===== config.mk =====
export PLATFORM = sky130hd
export DESIGN_NAME = pst_stage_timing
export DESIGN_NICKNAME = d
export VERILOG_FILES = /design/src/pst_pkg.sv /design/src/pst_stage_timing.sv
export SDC_FILE = /design/constraint.sdc
export NUM_CORES = 2
export LEC_CHECK = 0
export BUFFER_PORTS_ARGS = -buffer_cell sky130_fd_sc_hd__buf_2
export CAP_MARGIN = 20
export CELL_PAD_IN_SITES_DETAIL_PLACEMENT = 1
export CELL_PAD_IN_SITES_GLOBAL_PLACEMENT = 1
export CORE_ASPECT_RATIO = 1.1
export CORE_MARGIN = 8
export CORE_UTILIZATION = 53
export CTS_CLUSTER_DIAMETER = 30
export DETAILED_ROUTE_END_ITERATION = 10
export PLACE_DENSITY_LB_ADDON = 0.1
export SETUP_SLACK_MARGIN = 0.1
export SYNTH_ARGS = -nofsm -noshare
export SYNTH_HDL_FRONTEND = slang
export SYNTH_SLANG_ARGS = --single-unit
export TNS_END_PERCENT = 10

===== constraint.sdc =====
create_clock -name clock -period 42 [get_ports clock]
set_input_delay 8.4 -clock clock [delete_from_list [all_inputs] [get_ports clock]]
set_output_delay 8.4 -clock clock [all_outputs]
set_load 0.005 [all_outputs]

===== src/pst_pkg.sv =====
package pst_pkg;

    // APB register offsets
    localparam logic [7:0] CTRL_OFFSET      = 8'h00;
    localparam logic [7:0] TIMEDIAL_OFFSET  = 8'h04;
    localparam logic [7:0] PICKUP_OFFSET    = 8'h08;
    localparam logic [7:0] RELEASE_OFFSET   = 8'h0C;
    localparam logic [7:0] STATUS_OFFSET    = 8'h10;
    localparam logic [7:0] DELAY_OFFSET     = 8'h14;
    localparam logic [7:0] COUNT_OFFSET     = 8'h18;
    localparam logic [7:0] IRQ_STAT_OFFSET  = 8'h1C;
    localparam logic [7:0] IRQ_MASK_OFFSET  = 8'h20;

    // Forced stage status
    typedef enum logic [1:0] {
        FORCE_NORMAL,
        FORCE_START,
        FORCE_TRIP,
        FORCE_BLOCKED
    } pst_force_e;

    // Control register layout, top bit first
    typedef struct packed {
        pst_force_e forceState;
        logic       forceEnable;
        logic       curveLog;
        logic       continueCalc;
        logic       resetAfterRelease;
        logic       delayedRelease;
    } pst_ctrl_s;

    // Event bits for interrupt status and mask
    typedef struct packed {
        logic releaseEnd;
        logic tripRise;
        logic startRise;
    } pst_irq_s;

    // Values after reset
    localparam logic [6:0]  CTRL_RESET     = 7'h03;
    localparam logic [15:0] TIMEDIAL_RESET = 16'h03E8;
    localparam logic [15:0] PICKUP_RESET   = 16'h0064;
    localparam logic [15:0] RELEASE_RESET  = 16'h000C;
    localparam logic [2:0]  IRQ_MASK_RESET = 3'h0;

    // Curve coefficients in thousandths (ln 2 in millionths, log slope in ms per doubling of the ratio), delays in ms
    localparam int MECH_A_MILLI   = 339;
    localparam int MECH_B_MILLI   = 236;
    localparam int LOG_A_MS       = 5800;
    localparam int LOG_B_MILLI    = 1350;
    localparam int LN2_MICRO      = 693147;
    localparam int LOG_SLOPE_Q8   = (LOG_B_MILLI * LN2_MICRO) / 1000000;
    localparam int MILLI_SCALE    = 1000;

    // Timing
    localparam int CLOCK_PERIOD_NS = 25;
    localparam int TICK_TIME_NS    = 1000000;
    localparam int TICK_CYCLES     = TICK_TIME_NS / CLOCK_PERIOD_NS;
    localparam int RELEASE_STEP_MS = 5;
    localparam int DIV_BITS        = 48;

endpackage


===== src/pst_stage_timing.sv =====
`timescale 1ns/100ps
`default_nettype none

module pst_stage_timing #(
    parameter int TICK_CYCLES = pst_pkg::TICK_CYCLES,
    parameter int MAG_W       = 16
) (
    // Clock and reset
    input  wire logic             clock,
    input  wire logic             rst_b,
    // APB slave
    input  wire logic             psel,
    input  wire logic             penable,
    input  wire logic             pwrite,
    input  wire logic [7:0]       paddr,
    input  wire logic [31:0]      pwdata,
    output var  logic [31:0]      prdata,
    output var  logic             pready,
    output var  logic             pslverr,
    // Pick-up element
    input  wire logic             pickUp,
    input  wire logic [MAG_W-1:0] measMag,
    // Stage outputs
    output var  logic             stageStart,
    output var  logic             stageTrip,
    output var  logic             stageBlocked,
    output var  logic             irq
);

    ////////////////////////////////////////////////////////////////////////////
    // Registers and state
    pst_pkg::pst_ctrl_s ctrl;
    logic [15:0]        timeDial;
    logic [15:0]        pickSet;
    logic [15:0]        releaseSteps;
    pst_pkg::pst_irq_s  irqStat;
    pst_pkg::pst_irq_s  irqMask;
    logic [31:0]        opDelay;
    logic [31:0]        opCount;
    logic [31:0]        relCount;
    logic               releasing;
    logic               pickPrev;
    logic [31:0]        tickCount;
    logic               tick;

    typedef enum logic {DIV_IDLE, DIV_RUN} pst_div_e;
    pst_div_e           divState;
    logic [47:0]        divQuot;
    logic [26:0]        divRem;
    logic [25:0]        divDen;
    logic [5:0]         divIdx;

    ////////////////////////////////////////////////////////////////////////////
    // APB decode
    wire logic access   = psel & penable & ~pready;
    wire logic doWrite  = psel & penable & pready & pwrite;
    wire logic hitCtrl  = (paddr == pst_pkg::CTRL_OFFSET);
    wire logic hitDial  = (paddr == pst_pkg::TIMEDIAL_OFFSET);
    wire logic hitPick  = (paddr == pst_pkg::PICKUP_OFFSET);
    wire logic hitRel   = (paddr == pst_pkg::RELEASE_OFFSET);
    wire logic hitStat  = (paddr == pst_pkg::STATUS_OFFSET);
    wire logic hitDelay = (paddr == pst_pkg::DELAY_OFFSET);
    wire logic hitCount = (paddr == pst_pkg::COUNT_OFFSET);
    wire logic hitIrq   = (paddr == pst_pkg::IRQ_STAT_OFFSET);
    wire logic hitMask  = (paddr == pst_pkg::IRQ_MASK_OFFSET);
    wire logic mapped   = hitCtrl | hitDial | hitPick | hitRel | hitStat | hitDelay | hitCount | hitIrq | hitMask;
    wire logic irqRead  = access & ~pwrite & hitIrq;

    wire logic [31:0] readMux =
        hitCtrl  ? {25'h0000000, ctrl} :
        hitDial  ? {16'h0000, timeDial} :
        hitPick  ? {16'h0000, pickSet} :
        hitRel   ? {16'h0000, releaseSteps} :
        hitStat  ? {28'h0000000, releasing, stageBlocked, stageTrip, stageStart} :
        hitDelay ? opDelay :
        hitCount ? opCount :
        hitIrq   ? {29'h00000000, irqStat} :
        hitMask  ? {29'h00000000, irqMask} : 32'h00000000;

    ////////////////////////////////////////////////////////////////////////////
    // Delay computation
    function automatic logic [13:0] lg2q8(input logic [47:0] x);
        logic [5:0]  pos;
        logic [47:0] norm;
        pos = 6'h00;
        for (int i = 0; i < 48; i++) begin
            if (x[i]) begin
                pos = 6'(i);
            end
        end
        norm = x << (6'd47 - pos);
        return {pos, norm[46:39]};
    endfunction

    wire logic [31:0] dialMag  = timeDial * measMag;
    wire logic [47:0] mechNum  = 48'(dialMag) * 48'(pst_pkg::MILLI_SCALE);
    wire logic signed [27:0] mechDen = 28'(pst_pkg::MECH_A_MILLI) * $signed({12'h000, measMag})
                                     - 28'(pst_pkg::MECH_B_MILLI) * $signed({12'h000, pickSet});
    wire logic [47:0] logNum   = 48'(measMag) * 48'(pst_pkg::MILLI_SCALE);
    wire logic [47:0] logDen   = 48'(timeDial) * 48'(pickSet);
    wire logic signed [15:0] logDiff = $signed({2'b00, lg2q8(logNum)}) - $signed({2'b00, lg2q8(logDen)});
    wire logic signed [31:0] logProd = 32'(logDiff) * 32'(pst_pkg::LOG_SLOPE_Q8);
    wire logic signed [31:0] logMs   = 32'(pst_pkg::LOG_A_MS) - (logProd >>> 8);
    wire logic [31:0] logDelay = logMs[31] ? 32'h00000000 : logMs;
    wire logic [26:0] remShift = {divRem[25:0], divQuot[47]};
    wire logic        remFits  = (remShift >= {1'b0, divDen});

    always_ff @(posedge clock or negedge rst_b) begin
        if (!rst_b) begin
            divState <= DIV_IDLE;
            divQuot  <= 48'h000000000000;
            divRem   <= 27'h0000000;
            divDen   <= 26'h0000000;
            divIdx   <= 6'h00;
            opDelay  <= 32'h00000000;
        end else if (divState == DIV_IDLE) begin
            if (ctrl.curveLog) begin
                opDelay <= logDelay;
            end else if (mechDen <= 0) begin
                opDelay <= 32'hFFFFFFFF;
            end else begin
                divState <= DIV_RUN;
                divQuot  <= mechNum;
                divRem   <= 27'h0000000;
                divDen   <= mechDen[25:0];
                divIdx   <= 6'h00;
            end
        end else begin
            divRem  <= remFits ? (remShift - {1'b0, divDen}) : remShift;
            divQuot <= {divQuot[46:0], remFits};
            divIdx  <= divIdx + 6'h01;
            if (divIdx == 6'(pst_pkg::DIV_BITS - 1)) begin
                divState <= DIV_IDLE;
                opDelay  <= (|divQuot[46:31]) ? 32'hFFFFFFFF : {divQuot[30:0], remFits};
            end
        end
    end

    ////////////////////////////////////////////////////////////////////////////
    // Millisecond tick
    assign tick = (tickCount == 32'(TICK_CYCLES - 1));

    always_ff @(posedge clock or negedge rst_b) begin
        if (!rst_b) begin
            tickCount <= 32'h00000000;
        end else begin
            tickCount <= tick ? 32'h00000000 : tickCount + 32'h00000001;
        end
    end

    ////////////////////////////////////////////////////////////////////////////
    // Stage timing
    // release length in ms
    wire logic [31:0] relLen     = 32'(releaseSteps) * 32'(pst_pkg::RELEASE_STEP_MS);
    wire logic        dropEdge   = pickPrev & ~pickUp;
    wire logic        forceBlock = ctrl.forceEnable & (ctrl.forceState == pst_pkg::FORCE_BLOCKED);
    wire logic        relDone    = releasing & ~pickUp & tick & (relCount + 32'h00000001 >= relLen);
    wire logic        measTrip   = pickUp & (opCount >= opDelay);
    // start held during release when delayed
    wire logic        measStart  = pickUp | ((releasing | dropEdge) & ctrl.delayedRelease);
    wire logic        frcStart   = ctrl.forceEnable & (ctrl.forceState == pst_pkg::FORCE_START
                                                     || ctrl.forceState == pst_pkg::FORCE_TRIP);
    wire logic        frcTrip    = ctrl.forceEnable & (ctrl.forceState == pst_pkg::FORCE_TRIP);
    wire logic        next_start = ~forceBlock & (measStart | frcStart);
    wire logic        next_trip  = ~forceBlock & (measTrip | frcTrip);
    logic [31:0]      next_opCount;
    logic [31:0]      next_relCount;
    logic             next_releasing;

    always_comb begin
        next_opCount   = opCount;
        next_relCount  = relCount;
        next_releasing = releasing;
        if (forceBlock) begin
            next_opCount   = 32'h00000000;
            next_relCount  = 32'h00000000;
            next_releasing = 1'b0;
        end else if (pickUp) begin
            next_releasing = 1'b0;
            next_relCount  = 32'h00000000;
            if (tick && opCount != 32'hFFFFFFFF) begin
                next_opCount = opCount + 32'h00000001;
            end
        end else if (dropEdge) begin
            next_releasing = 1'b1;
            if (!ctrl.resetAfterRelease) begin
                next_opCount = 32'h00000000;
            end
        end else if (relDone) begin
            next_releasing = 1'b0;
            next_relCount  = 32'h00000000;
            next_opCount   = 32'h00000000;
        end else if (releasing && tick) begin
            next_relCount = relCount + 32'h00000001;
            if (ctrl.continueCalc && ctrl.resetAfterRelease && opCount != 32'h00000000) begin
                next_opCount = opCount - 32'h00000001;
            end
        end
    end

    always_ff @(posedge clock or negedge rst_b) begin
        if (!rst_b) begin
            opCount      <= 32'h00000000;
            relCount     <= 32'h00000000;
            releasing    <= 1'b0;
            pickPrev     <= 1'b0;
            stageStart   <= 1'b0;
            stageTrip    <= 1'b0;
            stageBlocked <= 1'b0;
        end else begin
            opCount      <= next_opCount;
            relCount     <= next_relCount;
            releasing    <= next_releasing;
            pickPrev     <= pickUp;
            stageStart   <= next_start;
            stageTrip    <= next_trip;
            stageBlocked <= forceBlock;
        end
    end

    ////////////////////////////////////////////////////////////////////////////
    // Register file, APB answer and interrupt
    wire pst_pkg::pst_irq_s irqEvent = '{releaseEnd: relDone,
                                         tripRise:   next_trip & ~stageTrip,
                                         startRise:  next_start & ~stageStart};

    always_ff @(posedge clock or negedge rst_b) begin
        if (!rst_b) begin
            ctrl         <= pst_pkg::CTRL_RESET;
            timeDial     <= pst_pkg::TIMEDIAL_RESET;
            pickSet      <= pst_pkg::PICKUP_RESET;
            releaseSteps <= pst_pkg::RELEASE_RESET;
            irqMask      <= pst_pkg::IRQ_MASK_RESET;
            irqStat      <= 3'h0;
            pready       <= 1'b0;
            pslverr      <= 1'b0;
            prdata       <= 32'h00000000;
            irq          <= 1'b0;
        end else begin
            pready  <= access;
            pslverr <= access & ~mapped;
            prdata  <= (access & ~pwrite) ? readMux : 32'h00000000;
            if (doWrite && hitCtrl) begin
                ctrl <= pwdata[6:0];
            end
            if (doWrite && hitDial) begin
                timeDial <= pwdata[15:0];
            end
            if (doWrite && hitPick) begin
                pickSet <= pwdata[15:0];
            end
            if (doWrite && hitRel) begin
                releaseSteps <= pwdata[15:0];
            end
            if (doWrite && hitMask) begin
                irqMask <= pwdata[2:0];
            end
            irqStat <= (irqRead ? 3'h0 : irqStat) | irqEvent;
            irq     <= |(((irqRead ? 3'h0 : irqStat) | irqEvent) & irqMask);
        end
    end

    ////////////////////////////////////////////////////////////////////////////
    // Assertions
    property p_trip_needs_pick;
        @(posedge clock) disable iff (!rst_b)
        (stageTrip && !$past(frcTrip)) |-> $past(pickUp);
    endproperty
    a_trip_needs_pick: assert property (p_trip_needs_pick) else $error("trip without pick-up");

    property p_start_instant;
        @(posedge clock) disable iff (!rst_b)
        (dropEdge && !ctrl.delayedRelease && !ctrl.forceEnable) |=> !stageStart;
    endproperty
    a_start_instant: assert property (p_start_instant) else $error("start not dropped at once");

    property p_start_held;
        @(posedge clock) disable iff (!rst_b)
        (releasing && ctrl.delayedRelease && !forceBlock) |=> stageStart;
    endproperty
    a_start_held: assert property (p_start_held) else $error("start not held in release");

    property p_clear_at_drop;
        @(posedge clock) disable iff (!rst_b)
        (dropEdge && !ctrl.resetAfterRelease) |=> (opCount == 32'h00000000);
    endproperty
    a_clear_at_drop: assert property (p_clear_at_drop) else $error("count not cleared at drop");

    property p_frozen;
        @(posedge clock) disable iff (!rst_b)
        (releasing && !pickUp && !relDone && !forceBlock && ctrl.resetAfterRelease && !ctrl.continueCalc)
        |=> (opCount == $past(opCount));
    endproperty
    a_frozen: assert property (p_frozen) else $error("count moved while frozen");

    property p_decrease;
        @(posedge clock) disable iff (!rst_b)
        (releasing && !pickUp && tick && !relDone && !forceBlock && ctrl.resetAfterRelease
         && ctrl.continueCalc && opCount != 0) |=> (opCount == $past(opCount) - 1);
    endproperty
    a_decrease: assert property (p_decrease) else $error("count not decreased in release");

    property p_clear_after_release;
        @(posedge clock) disable iff (!rst_b)
        relDone |=> (!releasing && opCount == 32'h00000000);
    endproperty
    a_clear_after_release: assert property (p_clear_after_release) else $error("count kept after release");

    property p_trip_at_delay;
        @(posedge clock) disable iff (!rst_b)
        (pickUp && opCount >= opDelay && !forceBlock) |=> stageTrip;
    endproperty
    a_trip_at_delay: assert property (p_trip_at_delay) else $error("no trip at delay");

    property p_log_instant;
        @(posedge clock) disable iff (!rst_b)
        (divState == DIV_IDLE && ctrl.curveLog && logMs < 0) |=> (opDelay == 32'h00000000);
    endproperty
    a_log_instant: assert property (p_log_instant) else $error("negative delay not instant");

    property p_force_trip;
        @(posedge clock) disable iff (!rst_b)
        (ctrl.forceEnable && ctrl.forceState == pst_pkg::FORCE_TRIP) |=> (stageTrip && stageStart);
    endproperty
    a_force_trip: assert property (p_force_trip) else $error("forced trip not shown");

    property p_measured_while_forced;
        @(posedge clock) disable iff (!rst_b)
        (ctrl.forceEnable && ctrl.forceState == pst_pkg::FORCE_NORMAL && pickUp) |=> stageStart;
    endproperty
    a_measured_while_forced: assert property (p_measured_while_forced) else $error("pick-up ignored");

endmodule
`default_nettype wire


==> results.txt <==
Synth Area in Compound Gates: 0.133
Cts bufs inserted: 78
CTS tree: yes
Yosys reg bits: 336
GRT overflow: 0
Crit end category: flop
Post-synth top flop: dfrtp_1
Largest family of logic cells by synthesized area: adder cells
Hold depth: 2
Wire length per cell: 21.0 µm
Post-Route WL: 162 mm
Worst-Margin Slew: 1.12 ns
Pins Over Slew Limit: 0
Root Buffer: clkbuf_16
# setup viols final: 0
TritonCTS Sinks: 336
Synth top area share: 0.259
Via count: 45100
Slowest cell on crit path: o221ai_4
Total die area: 117000 µm²
Die Width: 326 µm
Status: completed
Cts repair resizes: 0
Crit Path Class: in -> reg
Clock Path Buffers: 3
Slew margin rel.: 0.252
Max cap viols: 0
Share of layout cells above drive strength 1: 0.0686
Reg2Reg Launch Point: timeDial[9]$_DFFE_PN1P_
Worst-path fanout max: 31
Post-DRT Antenna Nets: 0
Setup TNS: 0 ns
Number of global-route vias before repair: 50500
Syn Nets: 7725
I/O Buffers: 83
Synth Area in Simple Gates: 0.142
Startpoint Class: input port
Min cycle time layout: 23.42 ns
Worst-Skew Late Latency: 0.68 ns
Largest net degree at the start of global routing: 85
Max incr delay on CP: 0.81 ns
Initial core utilization: 0.533
Area contributors post-synth: fa_1 26%, ha_1 15%, dfrtp_1 14%
Crit path from: measMag[1]
Worst Path Required: 42.54 ns
Ys Warns: 0
Period utilisation layout: 0.558
H-tree Lvls: 3
Area Growth Syn to Fin: 8.41%
Number of distinct library cells after synthesis: 95
CTS Hold Bufs: 0
Area leader, netlist: fa_1
Adder-cell share of the synthesized area: 0.413
DRC errors left: 0
Maximum clock rate: 0.0427 GHz
Reg2reg end: opDelay[13]$_DFFE_PN0P_
CTS clock-pin slew for the worst setup and hold paths: 0.04 ns
CP Data Arrival Time: 23.96 ns
Setup Skew: 0.0514 ns
Hold Crit Class: reg -> reg
Mapped Area: 56100 µm²
Syn_area_per_cell: 8.98 µm²
Chip height: 357 µm
Final Hold Vio Count: 0
Post-CTS Setup Inserts: 0
Initial antenna violation count: 1
XOR/XNOR Fraction of Synth Area: 0.0403
Post-synth EDFFs: 0
IO Pins: 100
Worst reg2reg setup slack: 23.67 ns
Vias/cell: 5.85
Gate Count Post-Synth: 6247
Most common cell in the netlist: inv_1
Row count: 125
Global-route usage over all layers: 0.279
Worst R2R Path Depth: 64
Mux cell area share after synthesis: 0.0347
DR iter-0 viols: 2166
RSZ-0062 raised after global routing: no
Capture point of the worst path: opDelay[13]$_DFFE_PN0P_
Final cell count without fillers: 7699
Global-route wire length before repair: 267 mm
DRT Pass-1 Iters: 8
Ys async rst share: 1.00
Placeable Area: 105000 µm²
GP Congestion: 0.858
Sequential-to-total area share from yosys stat: 0.150
Cells after DPL: 7555
HPWL Detailed: 126 mm
Layout Nets: 7716
Post-synth top cells: 1040 x inv_1, 727 x fa_1, 689 x ha_1
worst max-delay path: cells and delay by family:
kind	cells	cell delay (ns)
AOI/OAI and AO/OA	26	6.89
xor gates and xnor gates	3	1.15
adders and majority gates	12	4.98
buffers and inverters	9	1.27
muxes	1	0.40
and+or+nand+nor	9	0.82
stage by stage:
stage                util  worst slack (ns)  area, µm²  hold WS, ns
finish              0.578             18.58      60800        0.480
global route        0.578             17.35      60800        0.492
CTS                 0.578             18.72      60800        0.484
detailed placement  0.550             17.99      57900        0.473
global placement    0.550             18.43      57900        0.466
floorplan               -             20.00      56100        0.446
cell usage in the layout, fill, tap and decap left out, types with 22 or more instances in the layout:
cell / count
mux2_2: 87
o21ai_1: 31
nor4_1: 27
o22ai_1: 23
and3_1: 47
clkbuf_16: 78
ha_1: 689
mux2i_1: 89
a211oi_1: 41
o31ai_1: 25
buf_4: 63
inv_1: 1040
o21a_1: 28
o21ai_0: 263
or3_1: 33
nand3_1: 100
xnor2_1: 159
a22oi_1: 37
nor2b_1: 44
nand2b_1: 56
a31oi_1: 29
a21oi_1: 299
fa_1: 727
and2_1: 319
nor3_1: 63
nand2_1: 542
nand4_1: 37
o21bai_1: 28
o211ai_1: 22
nor2_1: 274
dfrtp_1: 322
a21o_1: 108
buf_2: 82
xor2_1: 99
worst min path at each step:
| stage | start | endpoint | slack [ns] |
|---|---|---|---|
| floorplan | divQuot[2]$_DFFE_PN0P_ | divQuot[2]$_DFFE_PN0P_ | 0.45 |
| global placement | divDen[12]$_DFFE_PN0P_ | divDen[12]$_DFFE_PN0P_ | 0.47 |
| detailed placement | divQuot[2]$_DFFE_PN0P_ | divQuot[2]$_DFFE_PN0P_ | 0.47 |
| CTS | divDen[4]$_DFFE_PN0P_ | divDen[4]$_DFFE_PN0P_ | 0.48 |
| global route | tickCount[31]$_DFF_PN0_ | tickCount[31]$_DFF_PN0_ | 0.49 |
| finish | divDen[20]$_DFFE_PN0P_ | divDen[20]$_DFFE_PN0P_ | 0.48 |
final cells by class:
type | instances | area (µm²)
flip-flops and latches | 336 | 8430
inverters | 1042 | 3910
repair buffers | 146 | 898
well taps | 1397 | 1750
clock inverters | 51 | 820
multi-input cells | 4634 | 42900
clock buffers | 92 | 2070
diodes | 1 | 2.50
fillers | 12200 | 44400
cells by family after synthesis:
logic type,after synthesis
xor gates and xnor gates,258
and+or+nand+nor,1623
AOI/OAI and AO/OA,1154
muxes,182
adders and majority gates,1417
DFF,336
buffers and inverters,1277
per-layer routing:
| metal | track usage | routed length (µm) |
|---|---|---|
| met1 | 0.353 | 68600 |
| met2 | 0.492 | 80700 |
| met3 | 0.0300 | 6380 |
| met4 | 0.105 | 6030 |
| met5 | 0 | 0 |
sequential cells by signal, indices dropped and copies added, names as in the netlist, 3 cells and up:
name	cells
tickCount	32
prdata	32
ctrl	7
divQuot	48
timeDial	16
divRem	26
opDelay	32
irqMask	3
irqStat	3
releaseSteps	16
divDen	26
divIdx	6
pickSet	16
opCount	32
relCount	32
Power is left out: the tool's default activity adds up to more than one toggle a clock period on the data nets, which glitch-free logic cannot reach.
